$ cat src/verilog/adc_conv_pkg.sv
// Constants and types for the converter control block
package adc_conv_pkg;
  // Register indices; byte address is four times the index
  localparam logic [11:0] IDX_CTRL0 = 12'hF70;
  localparam logic [11:0] IDX_CTRL1 = 12'hF71;
  localparam logic [11:0] IDX_RES_HI = 12'hF72;
  localparam logic [11:0] IDX_RES_LO = 12'hF73;
  localparam logic [11:0] IDX_IRQ_STAT = 12'hF74;
  localparam logic [11:0] IDX_IRQ_MASK = 12'hF75;

  // Control register 0 and 1 field positions
  localparam int GO_BIT = 7;
  localparam int REF_LOW_BIT = 6;
  localparam int REF_OUT_BIT = 5;
  localparam int CONTINUOUS_SELECT_BIT = 4;
  localparam int REF_HIGH_BIT = 7;

  localparam logic [7:0] CTRL0_RESET = 8'h00;
  localparam logic ref_high_reset = 1'b1;

  // Interrupt status bits
  localparam int EV_DONE = 0;
  localparam int EV_OVF = 1;
  localparam int EV_W = 2;

  // Reference codes
  localparam logic [1:0] REF_EXTERNAL = 2'h0;
  localparam logic [1:0] REF_1V0 = 2'h1;
  localparam logic [1:0] REF_2V0 = 2'h2;

  // Timing in system clock cycles
  localparam int CONV_CYCLES_DEF = 5129;
  localparam int REFRESH_CYCLES = 256;
  localparam int CNT_W = 15;
  localparam logic [3:0] TEMP_CHANNEL_DEF = 4'hE;

  localparam int RES_W = 13;
  localparam int RES_LO_W = 5;

  localparam logic [1:0] HTRANS_NONSEQ = 2'h2;

  typedef struct packed {
    logic go;
    logic ref_low;
    logic ref_out;
    logic continuous_select;
    logic [3:0] channel;
  } ctrl0_t;

  typedef struct packed {
    logic start;
    logic [1:0] ref_code;
    logic ref_buf_en;
    logic [3:0] channel;
  } core_cmd_t;

  typedef struct packed {
    logic [RES_W-1:0] value;
    logic ovf;
  } sample_t;
endpackage

$ cat src/verilog/adc_conversion_control.sv
// Conversion sequencing, result latching and AHB-Lite registers of the converter

// Function
// - Writing go flag starts a conversion
// - Go write while busy restarts conversion
// - Hardware clears go flag; writing 0 ignored
// - Go flag reads 1 until the first result
// - Two-bit reference code selects reference source
// - Reference buffer enable drives reference pin
// - Single shot gives one result after 5129
// - Continuous: first 5129, then every 256
// - Temperature channel doubles both intervals
// - Control register 0 bit layout, reset zero; register 1 resets to 0x80
// - 13-bit result split over two bytes
// - High byte holds the latest result
// - High byte read latches low byte
// - Low byte bit 0 flags overflow
// - Data registers are read only
module adc_conversion_control #(
  parameter int CONV_CYCLES = adc_conv_pkg::CONV_CYCLES_DEF,
  parameter logic [3:0] TEMP_CHANNEL = adc_conv_pkg::TEMP_CHANNEL_DEF
) (
  input wire logic i_ref_clk,
  input wire logic i_rst_b,
  input wire logic i_hsel,
  input wire logic [31:0] i_haddr,
  input wire logic [1:0] i_htrans,
  input wire logic i_hwrite,
  input wire logic [2:0] i_hsize,
  input wire logic [31:0] i_hwdata,
  input wire logic i_hready,
  output logic o_hreadyout,
  output logic [31:0] o_hrdata,
  output logic o_hresp,
  output logic o_irq,
  output adc_conv_pkg::core_cmd_t o_core_cmd,
  input wire adc_conv_pkg::sample_t i_core_sample
);

  typedef enum logic [2:0] {
    ST_IDLE = 3'b001,
    ST_FIRST = 3'b010,
    ST_CONTINUOUS_SELECT = 3'b100
  } conv_state_t;

  localparam int CNT_W_L = adc_conv_pkg::CNT_W;
  localparam logic [CNT_W_L-1:0] CNT_ONE = CNT_W_L'(1);

  function automatic logic [CNT_W_L-1:0] period_last(
    input int base,
    input logic is_temp
  );
    int cycles;
    cycles = is_temp ? 2 * base : base;
    period_last = CNT_W_L'(cycles - 1);
  endfunction

  function automatic logic hit(input logic [31:0] addr, input logic [11:0] idx);
    hit = (addr[31:2] == {18'h00000, idx}) && (addr[1:0] == 2'h0);
  endfunction

  adc_conv_pkg::ctrl0_t ctrl_q;
  logic ref_high_q;
  conv_state_t state_q;
  logic [CNT_W_L-1:0] cnt_q;
  adc_conv_pkg::sample_t result_q;
  logic [7:0] low_latch_q;
  logic [adc_conv_pkg::EV_W-1:0] stat_q;
  logic [adc_conv_pkg::EV_W-1:0] mask_q;
  logic start_q;

  // Bus data phase bookkeeping
  logic wr_pend_q;
  logic rd_pend_q;
  logic [31:0] addr_q;

  logic accept;
  logic wr_ctrl0;
  logic wr_ctrl1;
  logic wr_mask;
  logic rd_now;
  logic go_write;
  logic is_temp;
  logic [CNT_W_L-1:0] last;
  logic finish;
  logic [adc_conv_pkg::EV_W-1:0] events;
  logic [31:0] rd_word;

  assign accept = i_hsel && i_hready && (i_htrans == adc_conv_pkg::HTRANS_NONSEQ);
  assign wr_ctrl0 = wr_pend_q && hit(addr_q, adc_conv_pkg::IDX_CTRL0);
  assign wr_ctrl1 = wr_pend_q && hit(addr_q, adc_conv_pkg::IDX_CTRL1);
  assign wr_mask = wr_pend_q && hit(addr_q, adc_conv_pkg::IDX_IRQ_MASK);
  assign rd_now = rd_pend_q && !o_hreadyout;

  assign go_write = wr_ctrl0 && i_hwdata[adc_conv_pkg::GO_BIT];
  assign is_temp = (ctrl_q.channel == TEMP_CHANNEL);

  always_comb begin
    last = period_last(CONV_CYCLES, is_temp);
    if (state_q == ST_CONTINUOUS_SELECT) begin
      last = period_last(adc_conv_pkg::REFRESH_CYCLES, is_temp);
    end
  end

  assign finish = (state_q != ST_IDLE) && (cnt_q == last) && !go_write;

  assign events = {finish && i_core_sample.ovf, finish};

  // Sequencer
  always_ff @(posedge i_ref_clk) begin
    if (!i_rst_b) begin
      state_q <= ST_IDLE;
      cnt_q <= '0;
    end else if (go_write) begin
      state_q <= ST_FIRST;
      cnt_q <= '0;
    end else begin
      case (state_q)
        ST_IDLE: begin
          cnt_q <= '0;
        end
        ST_FIRST, ST_CONTINUOUS_SELECT: begin
          if (finish) begin
            cnt_q <= '0;
            state_q <= ctrl_q.continuous_select ? ST_CONTINUOUS_SELECT : ST_IDLE;
          end else begin
            cnt_q <= cnt_q + CNT_ONE;
          end
        end
        default: begin
          state_q <= ST_IDLE;
          cnt_q <= '0;
        end
      endcase
    end
  end

  // Continuous mode ends once software clears the select bit
  // and the running period completes.

  // Control registers
  always_ff @(posedge i_ref_clk) begin
    if (!i_rst_b) begin
      ctrl_q <= adc_conv_pkg::CTRL0_RESET;
    end else begin
      if (wr_ctrl0) begin
        ctrl_q.ref_low <= i_hwdata[adc_conv_pkg::REF_LOW_BIT];
        ctrl_q.ref_out <= i_hwdata[adc_conv_pkg::REF_OUT_BIT];
        ctrl_q.continuous_select <= i_hwdata[adc_conv_pkg::CONTINUOUS_SELECT_BIT];
        ctrl_q.channel <= i_hwdata[3:0];
      end
      if (go_write) begin
        ctrl_q.go <= 1'b1;
      end else if (finish && state_q == ST_FIRST) begin
        ctrl_q.go <= 1'b0;
      end
    end
  end

  always_ff @(posedge i_ref_clk) begin
    if (!i_rst_b) begin
      ref_high_q <= adc_conv_pkg::ref_high_reset;
    end else if (wr_ctrl1) begin
      ref_high_q <= i_hwdata[adc_conv_pkg::REF_HIGH_BIT];
    end
  end

  // Command to the analog core
  always_ff @(posedge i_ref_clk) begin
    if (!i_rst_b) begin
      start_q <= 1'b0;
    end else begin
      start_q <= go_write;
    end
  end

  always_ff @(posedge i_ref_clk) begin
    if (!i_rst_b) begin
      o_core_cmd <= '0;
    end else begin
      o_core_cmd.start <= go_write;
      o_core_cmd.ref_code <= {ref_high_q, ctrl_q.ref_low};
      // External reference with buffer on is software's fault; buffer follows the bit
      o_core_cmd.ref_buf_en <= ctrl_q.ref_out;
      o_core_cmd.channel <= ctrl_q.channel;
    end
  end

  // Result capture; no reset since content is undefined until first result
  always_ff @(posedge i_ref_clk) begin
    if (finish) begin
      result_q <= i_core_sample;
    end
  end

  // Low byte snapshot taken at high byte read, so both bytes match
  always_ff @(posedge i_ref_clk) begin
    if (!i_rst_b) begin
      low_latch_q <= 8'h00;
    end else if (rd_now && hit(addr_q, adc_conv_pkg::IDX_RES_HI)) begin
      low_latch_q <= {result_q.value[adc_conv_pkg::RES_LO_W-1:0], 2'h0, result_q.ovf};
    end
  end

  // Interrupt status: set wins over read-clear
  always_ff @(posedge i_ref_clk) begin
    if (!i_rst_b) begin
      stat_q <= '0;
    end else if (rd_now && hit(addr_q, adc_conv_pkg::IDX_IRQ_STAT)) begin
      stat_q <= events;
    end else begin
      stat_q <= stat_q | events;
    end
  end

  always_ff @(posedge i_ref_clk) begin
    if (!i_rst_b) begin
      mask_q <= '0;
    end else if (wr_mask) begin
      mask_q <= i_hwdata[adc_conv_pkg::EV_W-1:0];
    end
  end

  always_ff @(posedge i_ref_clk) begin
    if (!i_rst_b) begin
      o_irq <= 1'b0;
    end else begin
      o_irq <= |((stat_q | events) & mask_q);
    end
  end

  // Bus slave: writes take no wait state, reads take one
  always_ff @(posedge i_ref_clk) begin
    if (!i_rst_b) begin
      wr_pend_q <= 1'b0;
      rd_pend_q <= 1'b0;
      addr_q <= '0;
    end else if (o_hreadyout) begin
      wr_pend_q <= accept && i_hwrite;
      rd_pend_q <= accept && !i_hwrite;
      if (accept) begin
        addr_q <= i_haddr;
      end
    end else begin
      rd_pend_q <= 1'b0;
    end
  end

  always_comb begin
    rd_word = 32'h0000_0000;
    if (hit(addr_q, adc_conv_pkg::IDX_CTRL0)) begin
      rd_word[7:0] = ctrl_q;
    end else if (hit(addr_q, adc_conv_pkg::IDX_CTRL1)) begin
      rd_word[adc_conv_pkg::REF_HIGH_BIT] = ref_high_q;
    end else if (hit(addr_q, adc_conv_pkg::IDX_RES_HI)) begin
      rd_word[7:0] = result_q.value[adc_conv_pkg::RES_W-1:adc_conv_pkg::RES_LO_W];
    end else if (hit(addr_q, adc_conv_pkg::IDX_RES_LO)) begin
      rd_word[7:0] = low_latch_q;
    end else if (hit(addr_q, adc_conv_pkg::IDX_IRQ_STAT)) begin
      rd_word[adc_conv_pkg::EV_W-1:0] = stat_q;
    end else if (hit(addr_q, adc_conv_pkg::IDX_IRQ_MASK)) begin
      rd_word[adc_conv_pkg::EV_W-1:0] = mask_q;
    end
  end

  always_ff @(posedge i_ref_clk) begin
    if (!i_rst_b) begin
      o_hreadyout <= 1'b1;
      o_hrdata <= 32'h0000_0000;
    end else if (o_hreadyout && accept && !i_hwrite) begin
      o_hreadyout <= 1'b0;
    end else if (rd_now) begin
      o_hreadyout <= 1'b1;
      o_hrdata <= rd_word;
    end
  end

  always_ff @(posedge i_ref_clk) begin
    if (!i_rst_b) begin
      o_hresp <= 1'b0;
    end else begin
      o_hresp <= 1'b0;
    end
  end

  logic unused_ok;
  assign unused_ok = start_q ^ ^i_hsize;

endmodule

$ cat config.mk
export PLATFORM = sky130hd
export DESIGN_NAME = adc_conversion_control
export DESIGN_NICKNAME = d
export VERILOG_FILES = /design/src/verilog/adc_conv_pkg.sv /design/src/verilog/adc_conversion_control.sv
export SDC_FILE = /design/constraint.sdc
export NUM_CORES = 1
export LEC_CHECK = 0
export BUFFER_PORTS_ARGS = -buffer_cell sky130_fd_sc_hd__buf_4
export CAP_MARGIN = 20
export CORE_UTILIZATION = 30
export CTS_CLUSTER_DIAMETER = 40
export DETAILED_ROUTE_END_ITERATION = 8
export PLACE_DENSITY_LB_ADDON = 0.2
export SLEW_MARGIN = 40
export SYNTH_ARGS = -nofsm -noshare
export SYNTH_HDL_FRONTEND = slang
export SYNTH_SLANG_ARGS = --single-unit
$ cat constraint.sdc
create_clock -name i_ref_clk -period 4.5 [get_ports i_ref_clk]
set_input_delay 1.125 -clock i_ref_clk [delete_from_list [all_inputs] [get_ports i_ref_clk]]
set_output_delay 1.125 -clock i_ref_clk [all_outputs]
set_load 0.01 [all_outputs]
==> Word-level counts from Yosys, hierarchy flattened <==
Index checks and enable logic that the tools add are counted.
{ "word_totals": {"reg_bits": 103, "inputBits": 88, "out_inout_bits": 43, "wordCells": 107} }
{ "op_classes": {"n_addsub": 3, "eq_ne": 16, "n_mux": 20, "n_bitwise": 6, "reduce_logical": 38} }
{ "ops": {"columns": ["op", "n"], "rows": [
  ["equality test 30 x 12 -> 1 bit, second input constant", 6],
  ["logical AND 1 bit", 23],
  ["2-to-1 mux 8 bit", 2],
  ["adder 15 x 1 -> 15 bit, second input constant", 1],
  ["equality test 15 bit", 1],
  ["2-to-1 mux 15 bit", 1],
  ["subtractor 14 x 1 -> 15 bit, second input constant", 1],
  ["2-to-1 mux 14 bit", 1],
  ["subtractor 10 x 1 -> 11 bit, second input constant", 1],
  ["2-to-1 mux 10 bit", 1],
  ["2-to-1 mux 2 bit", 5],
  ["AND reduction 2 bit", 5],
  ["2-to-1 mux 7 bit", 1],
  ["2-to-1 mux 3 bit", 2],
  ["2-to-1 mux 6 bit", 1],
  ["case mux 3 bit (2 select lines)", 1],
  ["OR reduction 2 bit", 3],
  ["2-to-1 mux 1 bit", 5],
  ["equality test 4 bit, second input constant", 1],
  ["!= test 2 bit, second input constant", 2],
  ["inverter 1 bit", 4],
  ["nonzero test 2 bit", 2],
  ["OR reduction 4 bit", 1],
  ["equality test 3 x 1 -> 1 bit, second input constant", 1],
  ["9 further kinds", 11]
]} }

==> Depth between registers and ports, before layout <==
Gate-level depths: netlist (run 1).
{ "depth": {"ltp_word": 11, "depth_mapped": 6, "mapped_depth_nobuf": 6} }

==> Least setup slack after synthesis (run 1) <==
OpenSTA, ideal clock, no wires.
{ "synth_timing": {"kind": "register -> register", "start": "reg ctrl_q[0] (netlist name)", "end": "reg result_q[0] (netlist name) (enable)", "setup_ps": 366, "arrival_time_ps": 2387, "required_ps": 4134, "path_slack_ps": 1747, "stages_incl_launch_ff": 7, "path_buffers": 1, "synth_period_minus_slack_ps": 2753, "path_cell_list": "dfxtp_1 > nand4b_1 > or4_1 > and3_1 > nor4_1 > clkbuf_1 > and2_1"} }
{ "synth_between": {"elab_chain_len": 7, "elab_cells_between_ends": 9, "classes_between": "2 x add/sub; 2 x eq/ne; 3 x mux; 2 x reduce/logical"} }
{ "synth_lines": {"columns": ["item", "line_no", "rtl"], "rows": [
  ["start, declared", "adc_conversion_control.sv:62", "adc_conv_pkg::ctrl0_t ctrl_q;"],
  ["start signal, assigned", "adc_conversion_control.sv:144", "ctrl_q <= adc_conv_pkg::CTRL0_RESET;"],
  ["equality test 4 bit *", "adc_conversion_control.sv:96", "assign is_temp = (ctrl_q.channel == TEMP_CHANNEL);"],
  ["2-to-1 mux 14 bit or 2-to-1 mux 10 bit (tied branches)", "adc_conversion_control.sv:54", "cycles = is_temp ? 2 * base : base;"],
  ["subtractor 14 x 1 -> 15 bit or subtractor 10 x 1 -> 11 bit (tied branches)", "adc_conversion_control.sv:55", "period_last = CNT_W_L'(cycles - 1);"],
  ["2-to-1 mux 15 bit *", "adc_conversion_control.sv:100", "if (state_q == ST_CONTINUOUS_SELECT) begin"],
  ["equality test 15 bit *", "adc_conversion_control.sv:105", "assign finish = (state_q != ST_IDLE) && (cnt_q == last) && !go_write;"],
  ["logical AND 1 bit * (2 in series)", "adc_conversion_control.sv:105", null],
  ["via finish", "adc_conversion_control.sv:85", "logic finish;"],
  ["end signal, assigned", "adc_conversion_control.sv:192", "result_q <= i_core_sample;"],
  ["end, declared", "adc_conversion_control.sv:66", "adc_conv_pkg::sample_t result_q;"]
]} }
The timed path passes the listed nets; every way through them passes the cells marked *.
A chain may end at the register's enable or synchronous reset.

==> Worst setup path in the final report (run 1) <==
{ "layout_timing": {"start": "reg addr_q[0]", "end": "reg result_q[8] (netlist name) (enable)"} }
{ "layout_between": {"elab_chain_len": 6} }
{ "layout_lines": {"columns": ["item", "line_no", "rtl"], "rows": [
  ["start, declared", "adc_conversion_control.sv:75", "logic [31:0] addr_q;"],
  ["start signal, assigned", "adc_conversion_control.sv:242", "addr_q <= i_haddr;"],
  ["zero test 2 bit", "adc_conversion_control.sv:59", "hit = (addr[31:2] == {18'h00000, idx}) && (addr[1:0] == 2'h0);"],
  ["logical AND 1 bit", "adc_conversion_control.sv:59", null],
  ["logical AND 1 bit", "adc_conversion_control.sv:90", "assign wr_ctrl0 = wr_pend_q && hit(addr_q, adc_conv_pkg::IDX_CTRL0);"],
  ["logical AND 1 bit", "adc_conversion_control.sv:95", "assign go_write = wr_ctrl0 && i_hwdata[adc_conv_pkg::GO_BIT];"],
  ["zero test 1 bit", "adc_conversion_control.sv:105", null],
  ["logical AND 1 bit", "adc_conversion_control.sv:105", null],
  ["via finish", "adc_conversion_control.sv:85", null]
]} }
The timed path passes the listed nets, and every way through them passes these cells.

==> flow_summary.yaml, run 1 <==
outcome:
  run_status: "finished clean"
routing:
  postRouteWirelength_um: 9835
  top_layer_used: "met4"
  routed-via-count: 3447
  detail_route.vias_per_cell: 4.715
  avgRoutedWirePerCell_um: 13.45
  drcViolationCount: 0
  wl_met2_um: 4751
  route.met3.wl_um: 409
  drt_first_pass_iters: 6
  m1WireLength_um: 4630
  first_iter_violations: 236
  route.antenna.remaining_nets: 0
synth:
  postSynthRegisterBits: 103
  yosys.cell_count.top_type: "sky130_fd_sc_hd__nand2_1"
  number_of_flops_mapped_to_enable_cells_by_yosys: 14
  post-synth-top-area-fraction_pct: 40.59
  ys_async_sr_fraction_pct: 0
  yosysUniqueCellTypes: 52
  synth-main-ff-cell: "sky130_fd_sc_hd__dfxtp_1"
  post_synthesis_cell_count: 476
  synth_top_area_cell: "sky130_fd_sc_hd__dfxtp_1"
  synth.cell_area_um2: 4389
  yosys-top-cells-area: "sky130_fd_sc_hd__dfxtp_1 (41%), sky130_fd_sc_hd__edfxtp_1 (9.6%), sky130_fd_sc_hd__nand2_1 (8.3%)"
  synth_warnings: 0
  ys_top_cells_by_count: "sky130_fd_sc_hd__nand2_1 (97), sky130_fd_sc_hd__dfxtp_1 (89), sky130_fd_sc_hd__a21oi_1 (40)"
  synth-seq-area-share_pct: 50.17
  syn-mean-instance-area_um2: 9.221
sta:
  slew_headroom_pct: 49.46
  final_critical_path_setup_slack_ps: 1659
  max_freq_mhz: 352.0
  fin_worst_hold_slack_ps: 451.3
  setup_violations: 0
  slew_at_the_pin_closest_to_its_max_slew_limit_ps: 751.2
  grt_setup_unrepaired: "false"
  finalClockSkew_ps: 6.574
  final_period_minus_worst_setup_slack_ps: 2841
  timing.final.hold_violations: 0
  setup_total_negative_slack_ps: 0
  timing_max_transition_violations_final: 0
  final_worst_path_cycle_share_pct: 63.13
placement:
  dp_hpwl_um: 7002
  place.gp.congestion: 0.7782
  dpl.cell_count: 715
  buffer_ports.inserted: 78
  preCtsSetupSlack_ps: 1573
floorplan:
  initial_core_util_pct: 31.14
  die_height_um: 123.0
  floorplan_die_area_um2: 15120
  core_region_area_um2: 14100
  rows: 43
  pin_count: 131
  die_width_um: 123.0
worst_setup_path:
  worst-setup-path-type: "flop to flop"
  worstSetupEndpointType: "flop"
  reg2reg_setup_slack_ps: 1660
  reg2regPathDepth: 4
  cp.required_ps: 4510
  r2r-end: "result_q[8]"
  timing.critical_path.from_type: "flop"
  worst_ep_arrival_time_ps: 2850
  cp_cell_sequence: "or4_4 > nor4_1 > nand4_1 > and2_1"
  crit_path_max_fanout: 14
  critical-path-slowest-cell: "sky130_fd_sc_hd__nor4_1"
  setup.worst_path.end: "result_q[8]"
  critical-path-max-stage-delay_ps: 670
  rr_startpoint: "addr_q[0]"
  crit_path_start: "addr_q[0]"
power_and_ir_drop:
  swShare_pct: 21.39
  irDropWorstVdd_mv: 0.1586
  p_total_mw: 1.814
  power_density_nw_per_um2: 340.1
  p_int_mw: 1.426
  combPwrFrac_pct: 5.2
  pwr-share-seq_pct: 52.0
  total_switching_power_mw: 0.3880
  power_frac_clock_pct: 42.8
  total_leakage_power_nw: 1.919
cts:
  total_setup_buffers_inserted_after_cts: 0
  cts_inserted_buffers: 9
  h-tree-depth: 3
  postCtsHoldBufs: 0
  clockRootBuffer: "sky130_fd_sc_hd__clkbuf_16"
  post_cts_gate_resize_count: 0
  clock_tree_sinks: 103
  cts.clk_slew.worst_paths_ps: 70
  tritoncts: "built"
  insertion_delay_ps: 340
  clockBufferDepth: 2
final_layout:
  final_cell_count_no_fill: 731
  antenna_cells_inserted: 0
  drive_above_1_share_pct: 20.87
  final_nets: 635
  synth_to_layout_area_growth_pct: 21.52
grt:
  grt_overflow_total: 0
  grt_max_degree: 55
  grt_pass1_wl_um: 16060
  antenna_violations_before_repair: 0
  grt_usage_pct: 13.71
  first_global_vias: 3228
worst_hold_path:
  min_from: "addr_q[14]"
  min_path_type: "flop to flop"
run:
  timing.max_cap.violations: 0
## layout by cell type, fill, tap and decap left out, types with 10 or more instances in the layout
master / instances
sky130_fd_sc_hd__edfxtp_1: 14
sky130_fd_sc_hd__mux2i_1: 18
sky130_fd_sc_hd__a21oi_1: 40
sky130_fd_sc_hd__dfxtp_1: 89
sky130_fd_sc_hd__conb_1: 25
sky130_fd_sc_hd__nor2_1: 25
sky130_fd_sc_hd__nor3_1: 19
sky130_fd_sc_hd__buf_4: 81
sky130_fd_sc_hd__nand3_1: 10
sky130_fd_sc_hd__nand2_1: 97
## layer usage
metal | GRT usage, % | up-vias
met5 | 0 | -
li1 | - | 1759
met1 | 17.18 | 1625
met2 | 23.17 | 59
met3 | 3.459 | 4
met4 | 3.963 | 0
## registers in the layout, summed over array words and instances (netlist names)
register and count:
o_hreadyout 1, cnt_q 15, stat_q 2, rd_pend_q 1, wr_pend_q 1, o_core_cmd 8, state_q 3, addr_q 32
low_latch_q 6, ctrl_q 8, o_hrdata 8, o_irq 1, mask_q 2, ref_high_q 1, result_q 14
## area by class of cell
class / count / area [um2]
clock buffers: 10 / 239.0
clock inverters: 6 / 60.06
fillers: 1437 / 8762
inverters: 2 / 10.01
multi-input cells: 349 / 1989
flip-flops and latches: 103 / 2202
well taps: 180 / 225.2
repair buffers: 81 / 608.1
## worst max-delay path: cells and delay by family, from the launching register on
kind	cells	cell delay [ps]
DFF	1	310
and+or+nand+nor	4	2200
## power groups by stage
| stage | clock network [mW] | logic (mW) | registers (mW) |
|---|---|---|---|
| after floorplan | 0 | 0.0610 | 0.962 |
| after global routing | 0.832 | 0.106 | 0.943 |
| after detailed placement | 0 | 0.0951 | 0.964 |
| after CTS | 0.795 | 0.0955 | 0.943 |
| final | 0.777 | 0.0949 | 0.943 |
| after global placement | 0 | 0.0944 | 0.963 |
## per-stage QoR
step / instance area, um2 / utilization (%)
2_1_floorplan: 4479 / -
5_1_grt: 5334 / 37.84
6_report: 5334 / 37.84
3_5_place_dp: 5030 / 35.68
4_1_cts: 5329 / 37.80
3_3_place_gp: 5026 / 35.66
## kinds of logic (layout without fill, tap and decap cells)
| group | Yosys count | after routing | synth area share, % |
|---|---|---|---|
| buffers and inverters | 48 | 99 | 6.841 |
| flip-flops | 103 | 103 | 50.17 |
| AND/OR/NAND/NOR | 219 | 219 | 25.46 |
| other | 1 | 25 | 0.08544 |
| XOR/XNOR | 15 | 15 | 2.993 |
| adder cells (fa/ha/maj) | 1 | 1 | 0.2850 |
| multiplexers | 24 | 24 | 5.644 |
| AO/OA/AOI/OAI | 65 | 65 | 8.524 |
## worst min-delay path by stage
stage | slack (ps) | endpoint | cells past startpoint
finish | 450 | addr_q[14] | 2
global placement | 440 | addr_q[14] | 2
CTS | 450 | addr_q[14] | 2
global route | 470 | addr_q[11] | 2
floorplan | 430 | ctrl_q[7] | 2
detailed placement | 440 | addr_q[14] | 2
No activity file was read; power rests on OpenSTA's default activity.
==> run 2: changes to the inputs <==
==> constraint.sdc (replaced) <==
create_clock -name i_ref_clk -period 2.6 [get_ports i_ref_clk]
set_input_delay 0.65 -clock i_ref_clk [delete_from_list [all_inputs] [get_ports i_ref_clk]]
set_output_delay 0.65 -clock i_ref_clk [all_outputs]
set_load 0.01 [all_outputs]
==> flow_summary.yaml, run 2 (synthesized netlist as in run 1, its figures left out) <==
worst_setup_path:
  reg2regPathDepth: 6
  worst-setup-path-type: "flop to flop"
  rr_startpoint: "addr_q[0]"
  worst_ep_arrival_time_ps: 2450
  cp.required_ps: 2700
  r2r-end: "result_q[1]"
  worstSetupEndpointType: "flop"
  reg2reg_setup_slack_ps: 260
  timing.critical_path.from_type: "flop"
  crit_path_max_fanout: 14
routing:
  postRouteWirelength_um: 10040
  drt_first_pass_iters: 4
  drcViolationCount: 0
  first_iter_violations: 201
  routed-via-count: 3425
  avgRoutedWirePerCell_um: 13.51
  detail_route.vias_per_cell: 4.610
  route.antenna.remaining_nets: 0
grt:
  grt_pass1_wl_um: 16040
  antenna_violations_before_repair: 0
  first_global_vias: 3299
  grt_usage_pct: 14.11
  grt_overflow_total: 0
  grt_max_degree: 33
final_layout:
  most_common_cell_after_layout_fill_and_taps_aside: "sky130_fd_sc_hd__nand2_1"
  largest_register_ffs: 32
  final_nets: 647
  final.fill_count: 1462
  largest_registers: "addr_q: 32 flops, cnt_q: 15 flops, result_q: 14 flops"
  antenna_cells_inserted: 0
  top_register: "addr_q"
  drive_above_1_share_pct: 21.67
  total_area_of_multi_input_combinational_cells_um2: 1987
  most-common-layout-cells: "sky130_fd_sc_hd__nand2_1 (96), sky130_fd_sc_hd__buf_4 (92), sky130_fd_sc_hd__dfxtp_1 (89), sky130_fd_sc_hd__a21oi_1 (40)"
  synth_to_layout_area_growth_pct: 23.26
  sequential_cell_area_um2: 2202
power_and_ir_drop:
  p_int_mw: 2.458
  pwr-share-seq_pct: 52.7
  swShare_pct: 20.66
  total_switching_power_mw: 0.6400
  power_frac_clock_pct: 41.7
  irDropWorstVdd_mv: 0.2889
  power_density_nw_per_um2: 572.5
  total_leakage_power_nw: 1.970
  combPwrFrac_pct: 5.6
sta:
  timing_max_transition_violations_final: 0
  grt_setup_unrepaired: "false"
  slew_at_the_pin_closest_to_its_max_slew_limit_ps: 600.2
  final_period_minus_worst_setup_slack_ps: 2343
  final_worst_path_cycle_share_pct: 90.11
  max_freq_mhz: 426.8
  timing.final.hold_violations: 0
  setup_violations: 0
  slew_headroom_pct: 59.87
  final_critical_path_setup_slack_ps: 257.1
  setup_total_negative_slack_ps: 0
  finalClockSkew_ps: 4.607
cts:
  clockRootBuffer: "sky130_fd_sc_hd__clkbuf_16"
  postCtsHoldBufs: 0
  tritoncts: "built"
  total_setup_buffers_inserted_after_cts: 0
  clockBufferDepth: 2
  clock_tree_sinks: 103
  cts.clk_slew.worst_paths_ps: 60
  insertion_delay_ps: 340
  post_cts_gate_resize_count: 0
  cts_inserted_buffers: 9
  h-tree-depth: 3
worst_hold_path:
  min_to: "addr_q[29]"
  min_path_type: "flop to flop"
  min_from: "addr_q[29]"
  hold_depth: 2
placement:
  place.gp.congestion: 0.7860
  preCtsSetupSlack_ps: 196.1
  dp_hpwl_um: 7336
  buffer_ports.inserted: 78
outcome:
  run_status: "finished clean"
floorplan:
  die_width_um: 123.0
  pin_count: 131
  initial_core_util_pct: 31.14
  die_height_um: 123.0
  core_region_area_um2: 14100
  floorplan_die_area_um2: 15120
  rows: 43
run:
  timing.max_cap.violations: 0
[run 2: cell type report]
cell class                      instances  area share (%)
Tap cell                              180           4.163
Clock buffer                           15           4.579
Multi-Input combinational cell        349           36.73
Clock inverter                          1          0.5550
Inverter                                2          0.1388
Sequential cell                       103           40.70
Timing Repair Buffer                   93           13.14
[run 2: how the worst max path moves through the flow]
stage / endpoint / slack [ps] / start / cells past startpoint
final: result_q[1] / 260 / addr_q[0] / 6
after global routing: result_q[3] / 60 / addr_q[0] / 6
after CTS: cnt_q[2] / 190 / addr_q[0] / 6
after detailed placement: cnt_q[2] / 200 / addr_q[0] / 6
after global placement: cnt_q[4] / 230 / addr_q[0] / 6
after floorplan: result_q[0] / 90 / ctrl_q[0] / 6
[run 2: routing by layer]
metal	part of all wire, %	up-vias	track usage, %
li1	-	1779	-
met1	46	1565	17.44
met2	48	73	23.49
met3	4.9	8	4.336
met4	1.4	0	4.192
met5	0	-	0
[run 2: through the flow]
| stage | utilization, % | instance area (um2) | std cells | power [mW] | hold WS, ps |
|---|---|---|---|---|---|
| final | 38.38 | 5410 | 743 | 3.098 | 454.4 |
| after global routing | 38.38 | 5410 | 743 | 3.224 | 459.3 |
| after CTS | 38.36 | 5408 | 743 | 3.153 | 455.8 |
| after detailed placement | 36.39 | 5130 | 727 | 1.843 | 446.6 |
| after global placement | 36.39 | 5130 | 727 | 1.841 | 443.2 |
| after floorplan | - | 4482 | 500 | 1.770 | 428.7 |
[run 2: power by group through the flow]
| stage | Clock [mW] | Sequential (mW) | Combinational [mW] |
|---|---|---|---|
| floorplan | 0 | 1.66 | 0.106 |
| detailed placement | 0 | 1.67 | 0.176 |
| finish | 1.29 | 1.63 | 0.174 |
| CTS | 1.35 | 1.63 | 0.177 |
| global placement | 0 | 1.67 | 0.175 |
| global route | 1.40 | 1.63 | 0.192 |
[run 2: critical path, stage by stage, from the launching register on]
cell	delay [ps]
sky130_fd_sc_hd__dfxtp_1	310
sky130_fd_sc_hd__or4_4	530
sky130_fd_sc_hd__nor4_1	310
sky130_fd_sc_hd__buf_4	190
sky130_fd_sc_hd__nand4_1	290
sky130_fd_sc_hd__and2_2	320
sky130_fd_sc_hd__buf_12	150
==> run 3: changes to the inputs <==
--- a/config.mk
+++ b/config.mk
@@ -11,6 +11,7 @@
 export CTS_CLUSTER_DIAMETER = 40
 export DETAILED_ROUTE_END_ITERATION = 8
 export PLACE_DENSITY_LB_ADDON = 0.2
+export RECOVER_POWER = 50
 export SLEW_MARGIN = 40
 export SYNTH_ARGS = -nofsm -noshare
 export SYNTH_HDL_FRONTEND = slang
==> flow_summary.yaml, run 3 (synthesized netlist as in run 1, its figures left out) <==
floorplan:
  die_height_um: 123.0
  die_width_um: 123.0
  rows: 43
  pin_count: 131
  core_region_area_um2: 14100
  floorplan_die_area_um2: 15120
  initial_core_util_pct: 31.14
final_layout:
  most-common-layout-cells: "sky130_fd_sc_hd__nand2_1 (96), sky130_fd_sc_hd__dfxtp_1 (89), sky130_fd_sc_hd__buf_4 (57), sky130_fd_sc_hd__a21oi_1 (40), sky130_fd_sc_hd__clkbuf_1 (26)"
  antenna_cells_inserted: 0
  total_area_of_multi_input_combinational_cells_um2: 1987
  synth_to_layout_area_growth_pct: 21.44
  top_register: "addr_q"
  drive_above_1_share_pct: 18.12
  most_common_cell_after_layout_fill_and_taps_aside: "sky130_fd_sc_hd__nand2_1"
  sequential_cell_area_um2: 2202
  largest_register_ffs: 32
  postLayoutCellArea_um2: 5330
  final_nets: 647
  final.fill_count: 1487
  largest_registers: "addr_q: 32 flops, cnt_q: 15 flops, result_q: 14 flops"
worst_setup_path:
  crit_path_max_fanout: 14
  reg2regPathDepth: 6
  rr_startpoint: "addr_q[0]"
  r2r-end: "result_q[1]"
  worst_ep_arrival_time_ps: 2450
  worstSetupEndpointType: "flop"
  timing.critical_path.from_type: "flop"
  worst-setup-path-type: "flop to flop"
  cp.required_ps: 2700
  reg2reg_setup_slack_ps: 260
routing:
  drcViolationCount: 0
  avgRoutedWirePerCell_um: 13.50
  detail_route.vias_per_cell: 4.603
  postRouteWirelength_um: 10030
  routed-via-count: 3420
  first_iter_violations: 190
  route.antenna.remaining_nets: 0
  drt_first_pass_iters: 4
worst_hold_path:
  min_from: "addr_q[29]"
  min_to: "addr_q[29]"
  hold_depth: 2
  min_path_type: "flop to flop"
power_and_ir_drop:
  irDropWorstVdd_mv: 0.2893
  total_leakage_power_nw: 1.881
  power_density_nw_per_um2: 580.0
sta:
  timing.final.hold_violations: 0
  grt_setup_unrepaired: "false"
  finalClockSkew_ps: 4.451
  fin_worst_hold_slack_ps: 454.5
  slew_at_the_pin_closest_to_its_max_slew_limit_ps: 924.5
  final_worst_path_cycle_share_pct: 90.07
  max_freq_mhz: 427.0
  slew_headroom_pct: 38.36
  timing_max_transition_violations_final: 0
  setup_total_negative_slack_ps: 0
  final_period_minus_worst_setup_slack_ps: 2342
  setup_violations: 0
cts:
  clockBufferDepth: 2
  cts.clk_slew.worst_paths_ps: 60
  total_setup_buffers_inserted_after_cts: 0
  h-tree-depth: 3
  clockRootBuffer: "sky130_fd_sc_hd__clkbuf_16"
  tritoncts: "built"
  clock_tree_sinks: 103
  insertion_delay_ps: 340
  cts_inserted_buffers: 9
grt:
  grt_pass1_wl_um: 16040
  grt_usage_pct: 14.11
  first_global_vias: 3299
  grt_max_degree: 33
  antenna_violations_before_repair: 0
  grt_overflow_total: 0
placement:
  dp_hpwl_um: 7336
  post_dp_cell_area_um2: 5130
  place.gp.congestion: 0.7860
  buffer_ports.inserted: 78
outcome:
  run_status: "finished clean"
run:
  timing.max_cap.violations: 0
-- run 3: changes by cell type in the layout (fill, tap and decap cells not counted) --
cell,change
sky130_fd_sc_hd__clkbuf_1,+20
sky130_fd_sc_hd__clkbuf_2,+2
sky130_fd_sc_hd__and2_0,+2
sky130_fd_sc_hd__and2_1,-2
sky130_fd_sc_hd__buf_4,-35
sky130_fd_sc_hd__clkbuf_4,+13
-- run 3: power by group --
group	switching [mW]	total, mW	internal [mW]	leakage (nW)
logic	0.0890	0.170	0.0809	0.905
clock network	0.541	1.29	0.749	0.132
registers	0.00785	1.63	1.62	0.844
total	0.638	3.09	2.45	1.88
-- run 3: cell type report --
cell class / count / area share (%)
Clock buffer: 15 / 4.648
Multi-Input combinational cell: 349 / 37.28
Tap cell: 180 / 4.225
Clock inverter: 1 / 0.5634
Inverter: 2 / 0.1408
Sequential cell: 103 / 41.31
Timing Repair Buffer: 93 / 11.83
-- run 3: worst max-delay path: stages (launching register included) --
cell and delay [ps]:
sky130_fd_sc_hd__dfxtp_1 310, sky130_fd_sc_hd__or4_4 530, sky130_fd_sc_hd__nor4_1 310, sky130_fd_sc_hd__buf_4 190, sky130_fd_sc_hd__nand4_1 290, sky130_fd_sc_hd__and2_2 320
sky130_fd_sc_hd__buf_12 150
-- run 3: worst max-delay path by stage --
stage,start,end,slack (ps),depth (start not counted)
after floorplan,ctrl_q[0],result_q[0],90,6
after global placement,addr_q[0],cnt_q[4],230,6
after detailed placement,addr_q[0],cnt_q[2],200,6
after CTS,addr_q[0],cnt_q[2],190,6
after global routing,addr_q[0],result_q[3],60,6
final,addr_q[0],result_q[1],260,6
-- run 3: through the flow --
stage	instances	util (%)	total power, mW	setup WS (ps)
2_1_floorplan	500	-	1.770	90.15
3_3_place_gp	727	36.39	1.841	231.2
6_report	743	37.81	3.091	258.2
3_5_place_dp	727	36.39	1.843	196.1
4_1_cts	743	38.36	3.153	191.9
5_1_grt	743	37.81	3.219	61.20
-- run 3: what timing repair did --
| item | 4_1_cts | 5_1_grt |
|---|---|---|
| setup endpoints to repair | 0 | 15 |
| hold buffers | 0 | 0 |
| gates resized for setup | 0 | 1 |
-- run 3: layer usage --
layer  GRT usage (%)  wire (um)  vias up
met3           4.336        476        8
met2           23.49       4792       66
met1           17.44       4617     1566
li1                -          -     1780
met4           4.192        140        0
met5               0          0        -
